==> config.mk <==
export PLATFORM = sky130hd
export DESIGN_NAME = pcs_core
export DESIGN_NICKNAME = d
export VERILOG_FILES = /design/src/pcs_pkg.sv /design/src/pcs_stack_mem.sv /design/src/pcs_core.sv
export SDC_FILE = /design/constraint.sdc
export NUM_CORES = 1
export LEC_CHECK = 0
export ABC_AREA = 1
export BUFFER_PORTS_ARGS = -buffer_cell sky130_fd_sc_hd__buf_4
export CORE_MARGIN = 4
export CORE_UTILIZATION = 45
export DETAILED_ROUTE_END_ITERATION = 16
export MAX_ROUTING_LAYER = met4
export PLACE_DENSITY = 0.73
export SYNTH_ARGS = -nofsm -noshare
export SYNTH_HDL_FRONTEND = slang
export SYNTH_SLANG_ARGS = --single-unit
export TNS_END_PERCENT = 100
==> constraint.sdc <==
create_clock -name hclk -period 3.35 [get_ports hclk]
set_input_delay 1.005 -clock hclk [delete_from_list [all_inputs] [get_ports hclk]]
set_output_delay 1.005 -clock hclk [all_outputs]
set_load 0.01 [all_outputs]
==> src/pcs_pkg.sv <==
// Purpose: Shared constants and carriers for the program counter and return stack block
// Assumes: AHB-Lite register access with 32-bit data, one aligned word per register
// Notes: All control ports run on the instruction clock hclk
package pcs_pkg;
    // Address widths and stack depth
    localparam int PCS_PC_W = 13;
    localparam int PCS_PAGE_W = 11;
    localparam int PCS_LATCH_W = 5;
    localparam int PCS_DEPTH = 8;
    localparam int PCS_SP_W = 3;
    localparam int PCS_FILE_W = 9;

    // Register byte offsets
    localparam logic [7:0] PCS_OFF_LOW_BYTE = 8'h00;
    localparam logic [7:0] PCS_OFF_HIGH_LATCH = 8'h04;
    localparam logic [7:0] PCS_OFF_POINTER = 8'h08;

    // Reset values and interrupt vector
    localparam logic [12:0] PCS_PC_RST = 13'h0000;
    localparam logic [4:0] PCS_LATCH_RST = 5'h00;
    localparam logic [7:0] PCS_POINTER_RST = 8'h00;
    localparam logic [12:0] PCS_IRQ_VECTOR = 13'h0004;

    // Fields of the high latch
    localparam int PCS_PAGE_BIT = 3;

    // Pointer value that addresses the indirect data port itself
    localparam logic [7:0] PCS_INDIRECT_SELF = 8'h00;

    // AHB encodings
    localparam logic [1:0] PCS_HTRANS_NONSEQ = 2'h2;
    localparam logic [2:0] PCS_HSIZE_WORD = 3'h2;

    // One instruction's worth of sequencer commands
    typedef struct packed {
        logic fetch;
        logic call;
        logic jump;
        logic ret;
        logic irq;
        logic [10:0] target;
    } pcs_cmd_t;

    // Indirect data port request from the instruction decoder
    typedef struct packed {
        logic rd;
        logic wr;
        logic [7:0] wdata;
    } pcs_ind_req_t;

    function automatic logic [12:0] pcs_page_target(input logic [4:0] latch,
                                                    input logic [10:0] target);
        pcs_page_target = {latch[4:3], target};
    endfunction : pcs_page_target
endpackage : pcs_pkg

==> src/pcs_stack_mem.sv <==
// Purpose: Return stack storage, one write port and one registered read port
// Assumes: Read address is presented one cycle before the data is needed
// Notes: A write to the address being read is forwarded to the read register
`timescale 1ns/1ps
`default_nettype none
module pcs_stack_mem #(
    parameter int WIDTH = 13,
    parameter int DEPTH = 8,
    parameter int AW = 3
) (
    // Clock
    input wire logic hclk,
    // Write port
    input wire logic we,
    input wire logic [AW-1:0] waddr,
    input wire logic [WIDTH-1:0] wdata,
    // Read port
    input wire logic [AW-1:0] raddr,
    output logic [WIDTH-1:0] rdata
);
    logic [WIDTH-1:0] mem [DEPTH];

    // Pointer arithmetic wraps for free only when the depth fills the address range
    if (DEPTH != (1 << AW)) begin : g_bad_depth
        $error("stack depth must equal two to the address width");
    end

    always_ff @(posedge hclk) begin
        if (we) begin
            mem[waddr] <= wdata;
        end
    end

    // Forwarding keeps a pop right after a push correct
    always_ff @(posedge hclk) begin
        if (we && (waddr == raddr)) begin
            rdata <= wdata;
        end else begin
            rdata <= mem[raddr];
        end
    end
endmodule : pcs_stack_mem
`default_nettype wire

==> src/pcs_core.sv <==
// Purpose: Program counter, return stack, paging and indirect addressing of the core
// Assumes: The sequencer raises at most the commands it means; priority settles overlaps
// Notes: Registers over AHB-Lite, zero wait states, always OKAY
//
// Behaviour
// - Program counter holding next fetch address is exactly 13 bits.
// - Counter low byte is a software readable and writable register.
// - High bits 12:8 are not directly readable or writable.
// - Software writes reach the high bits only through the high latch.
// - Return stack is eight entries of 13 bits, outside address spaces.
// - Stack pointer is internal and invisible to software.
// - Calls and interrupt branches push the program counter.
// - Return, return with literal and return from interrupt pop it.
// - Push and pop leave the high latch unchanged.
// - Stack wraps circularly; ninth push overwrites the first, no flag.
// - Call and jump give 11 target bits within a 2K page.
// - Upper two target bits of call and jump come from latch bits 4:3.
// - Every push stores the full 13-bit return address.
// - Indirect port has no storage; it reaches the pointed data register.
// - Pointer at the port itself: read gives zero, write stores nothing.
// - Indirect address is pointer plus an unused bank bit.
`timescale 1ns/1ps
`default_nettype none
module pcs_core
    import pcs_pkg::*;
#(
    parameter logic [12:0] IRQ_VECTOR = PCS_IRQ_VECTOR
) (
    // Clock and reset
    input wire logic hclk,
    input wire logic hresetn,
    // AHB-Lite slave
    input wire logic hsel,
    input wire logic [7:0] haddr,
    input wire logic [1:0] htrans,
    input wire logic hwrite,
    input wire logic [2:0] hsize,
    input wire logic [31:0] hwdata,
    input wire logic hready,
    output logic [31:0] hrdata,
    output logic hreadyout,
    output logic hresp,
    // Sequencer commands and fetch address
    input wire pcs_cmd_t cmd,
    output logic [12:0] fetch_addr,
    // Indirect data port
    input wire pcs_ind_req_t ind_req,
    output logic [7:0] ind_rdata,
    output logic [8:0] file_addr,
    output logic file_rd,
    output logic file_wr,
    output logic [7:0] file_wdata,
    input wire logic [7:0] file_rdata
);
    logic [PCS_PC_W-1:0] pc;
    logic [PCS_LATCH_W-1:0] counter_high_latch;
    logic [7:0] file_select_pointer;
    logic [PCS_SP_W-1:0] sp;
    logic [PCS_SP_W-1:0] next_sp;
    logic [PCS_PC_W-1:0] stack_top;
    logic push;
    logic pop;
    logic wr_phase;
    logic [7:0] wr_addr;
    logic low_wr;
    logic latch_wr;
    logic pointer_wr;
    logic addr_ok;
    logic indirect_self;
    // The bank bit exists in the address but these parts never set it
    logic indirect_bank_bit;

    // No wait states: every register answers in the data phase
    assign hreadyout = 1'b1;
    assign hresp = 1'b0;
    assign addr_ok = hsel && hready && (htrans == PCS_HTRANS_NONSEQ);

    // Address phase captured for the write that follows
    always_ff @(posedge hclk or negedge hresetn) begin
        if (!hresetn) begin
            wr_phase <= 1'b0;
            wr_addr <= 8'h00;
        end else if (hready) begin
            wr_phase <= addr_ok && hwrite && (hsize == PCS_HSIZE_WORD);
            wr_addr <= haddr;
        end
    end

    assign low_wr = wr_phase && (wr_addr == PCS_OFF_LOW_BYTE);
    assign latch_wr = wr_phase && (wr_addr == PCS_OFF_HIGH_LATCH);
    assign pointer_wr = wr_phase && (wr_addr == PCS_OFF_POINTER);

    // Low byte read back; high bits never on the bus
    always_ff @(posedge hclk or negedge hresetn) begin
        if (!hresetn) begin
            hrdata <= 32'h0000_0000;
        end else if (addr_ok && !hwrite) begin
            unique case (haddr)
                PCS_OFF_LOW_BYTE: hrdata <= {24'h00_0000, pc[7:0]};
                PCS_OFF_HIGH_LATCH: hrdata <= {27'h000_0000, counter_high_latch};
                PCS_OFF_POINTER: hrdata <= {24'h00_0000, file_select_pointer};
                default: hrdata <= 32'h0000_0000;
            endcase
        end
    end

    // Latch changes only by a software write
    always_ff @(posedge hclk or negedge hresetn) begin
        if (!hresetn) begin
            counter_high_latch <= PCS_LATCH_RST;
        end else if (latch_wr) begin
            counter_high_latch <= hwdata[PCS_LATCH_W-1:0];
        end
    end

    always_ff @(posedge hclk or negedge hresetn) begin
        if (!hresetn) begin
            file_select_pointer <= PCS_POINTER_RST;
        end else if (pointer_wr) begin
            file_select_pointer <= hwdata[7:0];
        end
    end

    // Push on call or interrupt branch
    assign push = cmd.irq || cmd.call;
    // Pop on any of the three returns unless a push or a jump shares the cycle
    assign pop = !push && !cmd.jump && cmd.ret;

    // Pointer wraps with no overflow or underflow flag
    always_comb begin
        next_sp = sp;
        if (push) begin
            next_sp = sp + 3'h1;
        end else if (pop) begin
            next_sp = sp - 3'h1;
        end
    end

    // Pointer has no bus path at all
    always_ff @(posedge hclk or negedge hresetn) begin
        if (!hresetn) begin
            sp <= 3'h0;
        end else begin
            sp <= next_sp;
        end
    end

    // Eight by 13 storage; full address stored
    // Read address runs one ahead so a return right after a push finds its entry
    pcs_stack_mem #(
        .WIDTH(PCS_PC_W),
        .DEPTH(PCS_DEPTH),
        .AW(PCS_SP_W)
    ) u_stack (
        .hclk(hclk),
        .we(push),
        .waddr(sp),
        .wdata(pc),
        .raddr(next_sp - 3'h1),
        .rdata(stack_top)
    );

    // Priority: interrupt, call, jump, return, low byte write, fetch
    always_ff @(posedge hclk or negedge hresetn) begin
        if (!hresetn) begin
            pc <= PCS_PC_RST;
        end else if (cmd.irq) begin
            pc <= IRQ_VECTOR;
        end else if (cmd.call || cmd.jump) begin
            // Page from latch, 11 bits from the opcode
            pc <= pcs_page_target(counter_high_latch, cmd.target);
        end else if (cmd.ret) begin
            pc <= stack_top;
        end else if (low_wr) begin
            // High bits only from the latch
            pc <= {counter_high_latch, hwdata[7:0]};
        end else if (cmd.fetch) begin
            pc <= pc + 13'h0001;
        end
    end

    assign fetch_addr = pc;

    // Bank bit unused on these parts
    assign indirect_bank_bit = 1'b0;
    assign file_addr = {indirect_bank_bit, file_select_pointer};
    assign indirect_self = (file_select_pointer == PCS_INDIRECT_SELF);

    // Port forwards to the pointed register, self access is void
    assign file_rd = ind_req.rd && !indirect_self;
    assign file_wr = ind_req.wr && !indirect_self;
    assign file_wdata = ind_req.wdata;
    assign ind_rdata = indirect_self ? 8'h00 : file_rdata;

    // Helper for checks only: entries held, pushes less pops, saturating at depth and at zero
    logic [3:0] fill;
    always_ff @(posedge hclk or negedge hresetn) begin
        if (!hresetn) begin
            fill <= 4'h0;
        end else if (push && fill != 4'h8) begin
            fill <= fill + 4'h1;
        end else if (pop && fill != 4'h0) begin
            fill <= fill - 4'h1;
        end
    end

    fetch_incr_a: assert property (@(posedge hclk) disable iff (!hresetn)
        cmd.fetch && !cmd.irq && !cmd.call && !cmd.jump && !cmd.ret && !low_wr
        |=> pc == $past(pc) + 13'h0001)
        else $error("fetch did not advance the counter by one");

    jump_page_a: assert property (@(posedge hclk) disable iff (!hresetn)
        !cmd.irq && cmd.jump |=> pc[12:11] == $past(counter_high_latch[4:3])
        && pc[10:0] == $past(cmd.target))
        else $error("jump target not built from latch page and opcode");

    call_return_a: assert property (@(posedge hclk) disable iff (!hresetn)
        push ##1 (!cmd.irq && !cmd.call && !cmd.jump && cmd.ret)
        |=> pc == $past(pc, 2))
        else $error("return did not restore the pushed address");

    irq_push_a: assert property (@(posedge hclk) disable iff (!hresetn)
        cmd.irq |=> pc == IRQ_VECTOR && sp == $past(sp) + 3'h1)
        else $error("interrupt branch did not push and vector");

    latch_hold_a: assert property (@(posedge hclk) disable iff (!hresetn)
        (push || pop) && !latch_wr |=> $stable(counter_high_latch))
        else $error("stack operation changed the high latch");

    low_write_a: assert property (@(posedge hclk) disable iff (!hresetn)
        low_wr && !cmd.irq && !cmd.call && !cmd.jump && !cmd.ret
        |=> pc == {$past(counter_high_latch), $past(hwdata[7:0])})
        else $error("low byte write did not load high bits from latch");

    stack_wrap_a: assert property (@(posedge hclk) disable iff (!hresetn)
        push && sp == 3'h7 |=> sp == 3'h0)
        else $error("stack pointer did not wrap after eight pushes");

    self_read_a: assert property (@(posedge hclk) disable iff (!hresetn)
        indirect_self |-> ind_rdata == 8'h00 && !file_wr && !file_rd)
        else $error("indirect access to the port itself was not void");

    indirect_fwd_a: assert property (@(posedge hclk) disable iff (!hresetn)
        !indirect_self && ind_req.wr |-> file_wr && file_addr[7:0] == file_select_pointer)
        else $error("indirect write not forwarded to pointed register");

    pop_count_a: assert property (@(posedge hclk) disable iff (!hresetn)
        pop |=> sp == $past(sp) - 3'h1)
        else $error("return did not pop the stack");

    call_push_a: assert property (@(posedge hclk) disable iff (!hresetn)
        !cmd.irq && cmd.call |=> sp == $past(sp) + 3'h1
        && pc == {$past(counter_high_latch[4:3]), $past(cmd.target)})
        else $error("call did not push and branch to the page target");

    jump_no_push_a: assert property (@(posedge hclk) disable iff (!hresetn)
        !push && cmd.jump |=> $stable(sp))
        else $error("jump moved the stack pointer");

    low_read_a: assert property (@(posedge hclk) disable iff (!hresetn)
        addr_ok && !hwrite && haddr == PCS_OFF_LOW_BYTE
        |=> hrdata == {24'h00_0000, $past(pc[7:0])})
        else $error("low byte read exposed high bits or wrong data");

    unmapped_read_a: assert property (@(posedge hclk) disable iff (!hresetn)
        addr_ok && !hwrite && haddr != PCS_OFF_LOW_BYTE && haddr != PCS_OFF_HIGH_LATCH
        && haddr != PCS_OFF_POINTER |=> hrdata == 32'h0000_0000)
        else $error("unmapped read returned nonzero data");

    latch_write_a: assert property (@(posedge hclk) disable iff (!hresetn)
        latch_wr |=> counter_high_latch == $past(hwdata[4:0]))
        else $error("high latch did not take the written value");

    bank_bit_a: assert property (@(posedge hclk) disable iff (!hresetn)
        file_addr == {1'b0, file_select_pointer})
        else $error("indirect address not pointer with clear bank bit");

    pc_hold_a: assert property (@(posedge hclk) disable iff (!hresetn)
        !cmd.fetch && !cmd.irq && !cmd.call && !cmd.jump && !cmd.ret && !low_wr
        |=> $stable(pc))
        else $error("counter moved without a command");

    ret_drop_a: assert property (@(posedge hclk) disable iff (!hresetn)
        cmd.ret && push |=> sp == $past(sp) + 3'h1)
        else $error("return beside a push popped the stack");

    // Main scenarios
    call_cover_c: cover property (@(posedge hclk) disable iff (!hresetn)
        cmd.call ##[1:20] cmd.ret);
    full_cover_c: cover property (@(posedge hclk) disable iff (!hresetn)
        push && fill == 4'h8);
    self_cover_c: cover property (@(posedge hclk) disable iff (!hresetn)
        indirect_self && ind_req.rd);
    low_cover_c: cover property (@(posedge hclk) disable iff (!hresetn)
        low_wr && cmd.fetch);
    irq_cover_c: cover property (@(posedge hclk) disable iff (!hresetn)
        cmd.irq ##1 cmd.ret);
endmodule : pcs_core
`default_nettype wire

---- Word level (Yosys, flattened, before mapping) ----
Memory sizes are Yosys's and may differ from the RTL's. A register that Yosys moved wholly into a read port is not among the register bits.
Index checks and enable logic that the tools add are counted.
operators by class
  $add $sub $neg .......................... 4
  muxes and demuxes ....................... 11
  reductions and logical operators ........ 22
  eq/ne operators ......................... 6
operators with widths
  cell                                               count
  2-to-1 mux 13 bit                                  5
  logical NOT 8 bit                                  3
  case mux 8 bit (3 select lines)                    1
  == test 8 x 3 -> 1 bit (second input constant)     2
  == test 8 x 4 -> 1 bit (second input constant)     2
  adder 13 x 1 -> 13 bit (second input constant)     1
  logical AND 1 bit                                  12
  2-to-1 mux 8 bit                                   1
  2-to-1 mux 3 bit                                   2
  subtractor 3 x 1 -> 3 bit (second input constant)  2
  nonzero test 5 bit                                 1
  logical NOT 1 bit                                  4
  adder 3 x 1 -> 3 bit (second input constant)       1
  == test 3 x 2 -> 1 bit (second input constant)     1
  == test 2 bit (second input constant)              1
  logical OR 1 bit                                   2
  2-to-1 mux 1 bit                                   2
word-level totals
  output and inout bits ................... 74
  register bits ........................... 70
  memory bits (writable) .................. 104
  memories ................................ 1
  input bits .............................. 84
  logic and storage cells ................. 51
memories
  name         words  bits a word  rd ports  clocked after Yosys merged registers in  write ports  line                 source
  u_stack.mem  8      13           1         1                                        1            pcs_stack_mem.sv:21  logic [WIDTH-1:0] mem [DEPTH];

---- Depth between registers and ports, before layout ----
Gate-level depths: netlist (run 1).
  depth in word-level cells ............... 7
  mapped depth ............................ 12
  mapped depth without buffers ............ 12

---- Cells and area by module ----
From an unflattened synthesis (run 1), not the netlist that was laid out.
unflattened totals
  cells, all modules ...................... 989
  area total of the unflattened synthesis .. 8036.5 sq um
modules (own cells, without submodules)
  module         seq. area each (sq um)  area an instance (sq um)  cells an instance  times used
  pcs_stack_mem  3183.1                  4692.0                    470                1
  pcs_core       1151.1                  3344.5                    519                1

---- Worst setup path after synthesis (run 1) ----
No wires, ideal clock.
  path type ............................... input to output
  start ................................... input port ind_req[9] in the netlist's numbering
  end ..................................... output port file_rd
  required time ........................... 2345 ps
  arrival ................................. 1196 ps
  buffers on the path ..................... 0
  slack ................................... 1149 ps
  cell stages on the path ................. 2
  path through ............................ inv_1 nor2_1
on the way
  cells in the longest elaborated chain, start to end .. 1
RTL lines
  what               line             source
  from (decl)        pcs_core.sv:47   input wire pcs_ind_req_t ind_req,
  logical AND 1 bit  pcs_core.sv:190  assign file_rd = ind_req.rd && !indirect_self;
  to (decl)          pcs_core.sv:50   output logic file_rd,
No other way between the ends.

---- Final worst setup path (run 1) ----
  start ................................... register file_select_pointer[2]
  end ..................................... output port ind_rdata[4]
on the way
  cells in the longest elaborated chain, start to end .. 2
RTL lines
  what                    line             source
  from (decl)             pcs_core.sv:57   logic [7:0] file_select_pointer;
  from (signal assigned)  pcs_core.sv:120  file_select_pointer <= hwdata[7:0];
  logical NOT 8 bit       pcs_core.sv:187  assign indirect_self = (file_select_pointer == PCS_INDIRECT_SELF);
  2-to-1 mux 8 bit        pcs_core.sv:193  assign ind_rdata = indirect_self ? 8'h00 : file_rdata;
  to (decl)               pcs_core.sv:48   output logic [7:0] ind_rdata,
No other way between the ends.

==> results of run 1 <==
==> cells in the mapped netlist (4+ instances only) <==
cell and count:
dfrtp_1 46, inv_2 5, edfxtp_1 104, buf_4 39
o21ai_0 26, inv_1 52, nand3_1 129, buf_2 18
nor2_1 56, nand2_1 269, ha_1 4, nor2_2 11
==> power by group <==
group,internal [mW],switching (mW)
Sequential,2.41,0.141
Clock,1.02,0.760
Combinational,0.531,1.17
==> worst max-delay path, stage by stage, from the launching register on <==
cell	delay, ps
dfrtp_1	420
nor4_1	270
and2_1	380
nor2_1	80
buf_4	150
==> logic make-up after synthesis <==
kind of cell	Yosys count	share of synthesized area
multiplexers	3	0.00448
flip-flops	153	0.575
adder cells (fa/ha/maj)	4	0.00664
AO/OA/AOI/OAI	34	0.0247
other	2	0.000997
AND/OR/NAND/NOR	491	0.288
buffers and inverters	126	0.0914
XOR/XNOR	6	0.00798
==> flip-flops by register name, summed over array words and instances (netlist names), named ones only <==
register	count
file_select_pointer	8
counter_high_latch	5
fetch_addr	13
hrdata	8
u_stack.mem	104
wr_addr	8
wr_phase	1
sp	3
==> area by class of cell <==
class | count | area, µm²
fill | 1468 | 7690
sequential | 153 | 4330
multi-input combinational | 565 | 2600
timing repair buffer | 105 | 788
clock buffer | 17 | 425
tap | 220 | 275
inverter | 59 | 221
clock inverter | 14 | 126
==> how the worst max path moves through the flow <==
stage	startpoint	to	slack, ps	cells past startpoint
floorplan	ind_req[9]	file_rd	1150	2
global placement	file_rdata[1]	ind_rdata[1]	1000	4
detailed placement	ind_req[9]	file_rd	1000	4
CTS	file_select_pointer[2]	ind_rdata[4]	580	4
global route	file_select_pointer[5]	ind_rdata[4]	460	4
finish	file_select_pointer[2]	ind_rdata[4]	620	4
==> cell usage in the layout, fill, tap and decap left out, types with 4 or more instances in the layout <==
| master | instances |
|---|---|
| inv_2 | 5 |
| buf_4 | 105 |
| o21ai_0 | 26 |
| edfxtp_1 | 104 |
| inv_1 | 52 |
| nor2_2 | 11 |
| clkinvlp_4 | 5 |
| nand2_1 | 269 |
| conb_1 | 27 |
| clkbuf_16 | 17 |
| ha_1 | 4 |
| nand3_1 | 129 |
| dfrtp_1 | 46 |
| nor2_1 | 56 |
==> per-layer routing <==
layer  vias to the layer above  share of wire  routed length, µm
met1                      2632           0.43               7530
li1                       2793              -                  -
met4                         0          0.025                445
met2                       229           0.48               8430
met3                        36          0.070               1230
met5                         -              0                  0
==> per-stage QoR <==
step           std cells   util  setup WS, ps  hold WS (ps)
3_5_place_dp        1102  0.499           997           461
5_1_grt             1133  0.533           459           497
6_report            1133  0.533           616           472
3_3_place_gp        1102  0.499           998           456
4_1_cts             1133  0.533           578           475
2_1_floorplan        844      -          1150           443
==> flow_summary.toml, run 1 <==
[logic_synthesis]
synth_area_leader_cell = "edfxtp_1"
synthCells = 819
ys_ff_latch = 153
syn_avg_cell_area_um2 = 9.20
synth_top_area_frac = 0.415
ys_types = 46
netlist_top_cells_area = "edfxtp_1 41%, dfrtp_1 15%, nand2_1 13%"
netlist_area_um2 = 7530
ys_seq_area_frac = 0.575
synth-async-reset-ratio = 0.301
synth_warnings = 0
synth_edf_count = 104
synthFlopType = "edfxtp_1"

[route]
postRouteAntennaNets = 0
first_pass_iters = 5
drt-vias-per-instance = 5.02
wirelength_um = 17600
wl_per_cell_um = 15.6
drc = 0
vias = 5690
drtIter0Drc = 373

[placement]
gp_congestion = 0.840
portBuffers = 90
hpwlAfterDp_um = 11500
placement.cell_area_um2 = 8220

[finish]
post-route-cell-area_um2 = 8770
nets = 989
num_antenna_cells = 0
area_growth_pct = 16.5
drive_gt1_frac = 0.188

[clock_network]
root_buffer = "clkbuf_16"
cts_tree = "built"
clk_path_buf_depth = 2
cts_buffers = 17
clk_latency_ps = 430
cts_max_level = 4
clk_pin_slew_ps = 60
cts_resized = 0
cts.sinks = 153
cts_setup_buffers = 0
hold_buffers = 0

[timing]
fmax_ghz = 0.366
finClkSkew_ps = 9.13
fin_crit_ps = 2730
slew_violations = 0
setup_viol = 0
fin_crit_sh = 0.816
setup_tns_ps = 0
maxSlewHeadroom = 0.394
tightestPinTransition_ps = 909
hold_viol_final = 0
rsz0062_at_grt = "false"

[setup_path]
end_kind = "primary output"
cp.required_ps = 2340
critPathArrivalTime_ps = 1730
ff2ff_path_depth = 12
cp_max_fo = 10
rr_startpoint = "fetch_addr[1]"
critPathLaunchType = "flop"
criticalPathCategory = "flop to primary output"
r2r-end = "fetch_addr[10]"
reg2reg_slack_ps = 1420

[floorplanning]
die_h_um = 137
die_x_um = 137
row_count = 47
initial_utilization = 0.457
die_area_um2 = 18900
core_area_um2 = 16500
boundaryPins = 158

[pwr]
power_mw = 6.04
ir_drop_uv = 539
power_density_nw_per_um2 = 688
leakage_nw = 3.89

[status]
status = "finished clean"

[global_route]
grt_pass1_vias = 5631
grt_pass1_wl_um = 28300
gr-total-overflow = 0
gr-usage-met2 = 0.329
grt_max_degree = 53
grt_usage = 0.203
grt_antenna_before_repair = 0
grt_use_met1 = 0.248
grt_use_met3 = 0.0457
top_usage_layer = "met2"

[min_path]
whs_endpoint = "wr_addr[6]"
worstHoldStart = "wr_addr[6]"
min-delay-path-class = "flop to flop"
hold_path_depth = 2

[flow_run]
max_cap_violations = 0
Note: power is estimated with default switching activity, not from simulation.
==> run 2, diff against run 1 <==
--- a/config.mk
+++ b/config.mk
@@ -11,7 +11,7 @@
 export CORE_UTILIZATION = 45
 export DETAILED_ROUTE_END_ITERATION = 16
 export MAX_ROUTING_LAYER = met4
-export PLACE_DENSITY = 0.73
+export PLACE_DENSITY = 0.75
 export SYNTH_ARGS = -nofsm -noshare
 export SYNTH_HDL_FRONTEND = slang
 export SYNTH_SLANG_ARGS = --single-unit
==> constraint.sdc (replaced) <==
create_clock -name hclk -period 2.22 [get_ports hclk]
set_input_delay 0.666 -clock hclk [delete_from_list [all_inputs] [get_ports hclk]]
set_output_delay 0.666 -clock hclk [all_outputs]
set_load 0.01 [all_outputs]
==> run 2 against run 1 <==
Compared with the run above: the run now ends with setup timing left; design area grew 1.9%; sequential share of layout area shrank 0.88 points; wire length grew 0.62%; critical path type unchanged.
==> flow_summary.toml, run 2 (synthesis gave the netlist of run 1 again) <==
[clock_network]
cts_tree = "built"
cts_max_level = 4
clk_pin_slew_ps = 60
root_buffer = "clkbuf_16"
hold_buffers = 0
cts_buffers = 17
clk_latency_ps = 430
cts.sinks = 153
clk_path_buf_depth = 2

[route]
drtIter0Drc = 528
wirelength_um = 17700
vias = 5828
first_pass_iters = 6
postRouteAntennaNets = 0
wl_per_cell_um = 15.5
drc = 0
drt-vias-per-instance = 5.08

[global_route]
grt_max_degree = 47
grt_usage = 0.202
grt_pass1_wl_um = 28300
grt_pass1_vias = 5685
grt_antenna_before_repair = 0
gr-total-overflow = 0

[placement]
hpwlAfterDp_um = 11800
dp_slack_ps = 286
gp_congestion = 0.856
place_inst = 1108
portBuffers = 90

[finish]
num_antenna_cells = 0
largest_register_ffs = 104
final_common_cell = "nand2_1"
multi_input_area_um2 = 2650
drive_gt1_frac = 0.202
area_growth_pct = 18.7
n_fill_cell = 1440
ff_latch_area_um2 = 4340
instances_no_fill = 1147
nets = 1002
regMostFlops = "u_stack.mem"
final_cell_mix = "269 x nand2_1, 129 x nand3_1, 116 x buf_4"

[timing]
fin_crit_ps = 2220
slew_violations = 0
finClkSkew_ps = 6.19
fmax_ghz = 0.449
maxSlewHeadroom = 0.584
hold_viol_final = 0
fin_crit_sh = 1.00
holdWs_ps = 244
rsz0062_at_grt = "true"
setup_tns_ps = -11.6
tightestPinTransition_ps = 624
layout_setup_ws_ps = -4.72
setup_viol = 4

[setup_path]
end_kind = "primary output"
rr_startpoint = "fetch_addr[3]"
criticalPathCategory = "flop to primary output"
cp.required_ps = 1550
cp_max_fo = 5
reg2reg_slack_ps = 450
ff2ff_path_depth = 9
r2r-end = "fetch_addr[7]"
critPathLaunchType = "flop"
critPathArrivalTime_ps = 1560

[floorplanning]
core_area_um2 = 16500
die_x_um = 137
row_count = 47
initial_utilization = 0.457
die_area_um2 = 18900
boundaryPins = 158
die_h_um = 137

[pwr]
p_clk_frac = 0.303
power_mw = 9.31
p_sw_frac = 0.330
leakage_nw = 3.99
ir_drop_uv = 618
switching_power_mw = 3.07
power_density_nw_per_um2 = 1040
power.share.sequential = 0.415
internal_power_mw = 6.24
pwr-share-comb = 0.282

[status]
status = "complete, but fails checks"
failed_checks = "setup timing"

[flow_run]
max_cap_violations = 0

[min_path]
min-delay-path-class = "input port to async pin"
## run 2: changes by cell type in the layout (fill, tap and decap cells not counted), moves of 3 or more
cell	change
buf_4	+11
clkbuf_1	+4
clkinv_1	+3
clkinvlp_4	-4
dfrtp_1	-4
dfrtp_2	+4
inv_6	-3
## run 2: worst max path at each step
stage	start	endpoint	depth (start not counted)
6_report	file_select_pointer[6]	ind_rdata[0]	4
5_1_grt	file_select_pointer[7]	ind_rdata[7]	4
4_1_cts	file_select_pointer[7]	ind_rdata[0]	4
3_5_place_dp	haddr[7]	hrdata[6]	8
3_3_place_gp	file_select_pointer[2]	ind_rdata[1]	4
2_1_floorplan	cmd[11]	u_stack.mem[4][0]	4
## run 2: worst max-delay path, cell delays in order, from the launching register on
cell	delay, ps
dfrtp_2	420
nor4_4	310
and2_4	220
nor2_1	50
buf_4	130
## run 2: repair_timing
item,4_1_cts,5_1_grt
gates resized for setup,9,3
endpoints found under the setup margin,10,10
hold endpoints to repair,0,0
buffers inserted,3,3
pin swaps,3,0
gates cloned,1,0
## run 2: area by class of cell
type | instances | share of cell area
clock inverter | 11 | 0.0144
timing repair buffer | 117 | 0.0996
tap | 220 | 0.0308
clock buffer | 21 | 0.0492
inverter | 59 | 0.0248
multi-input combinational | 566 | 0.296
sequential | 153 | 0.485
## run 2: per-stage QoR
stage	area [µm²]	util
after floorplan	7630	-
final	8940	0.543
after CTS	8910	0.541
after global routing	8940	0.543
after detailed placement	8280	0.503
after global placement	8280	0.503
## run 2: power by group through the flow
stage	Sequential, mW	Combinational, mW	Clock (mW)
CTS	3.86	2.63	2.84
floorplan	3.87	1.81	0
finish	3.87	2.62	2.82
detailed placement	3.92	2.61	0
global placement	3.90	2.54	0
global route	3.91	2.94	2.96
## run 2: metal layers
layer	GRT usage	wire length, µm
met1	0.246	7300
met2	0.328	8580
met3	0.0427	1490
met4	0.0854	374
met5	-	0
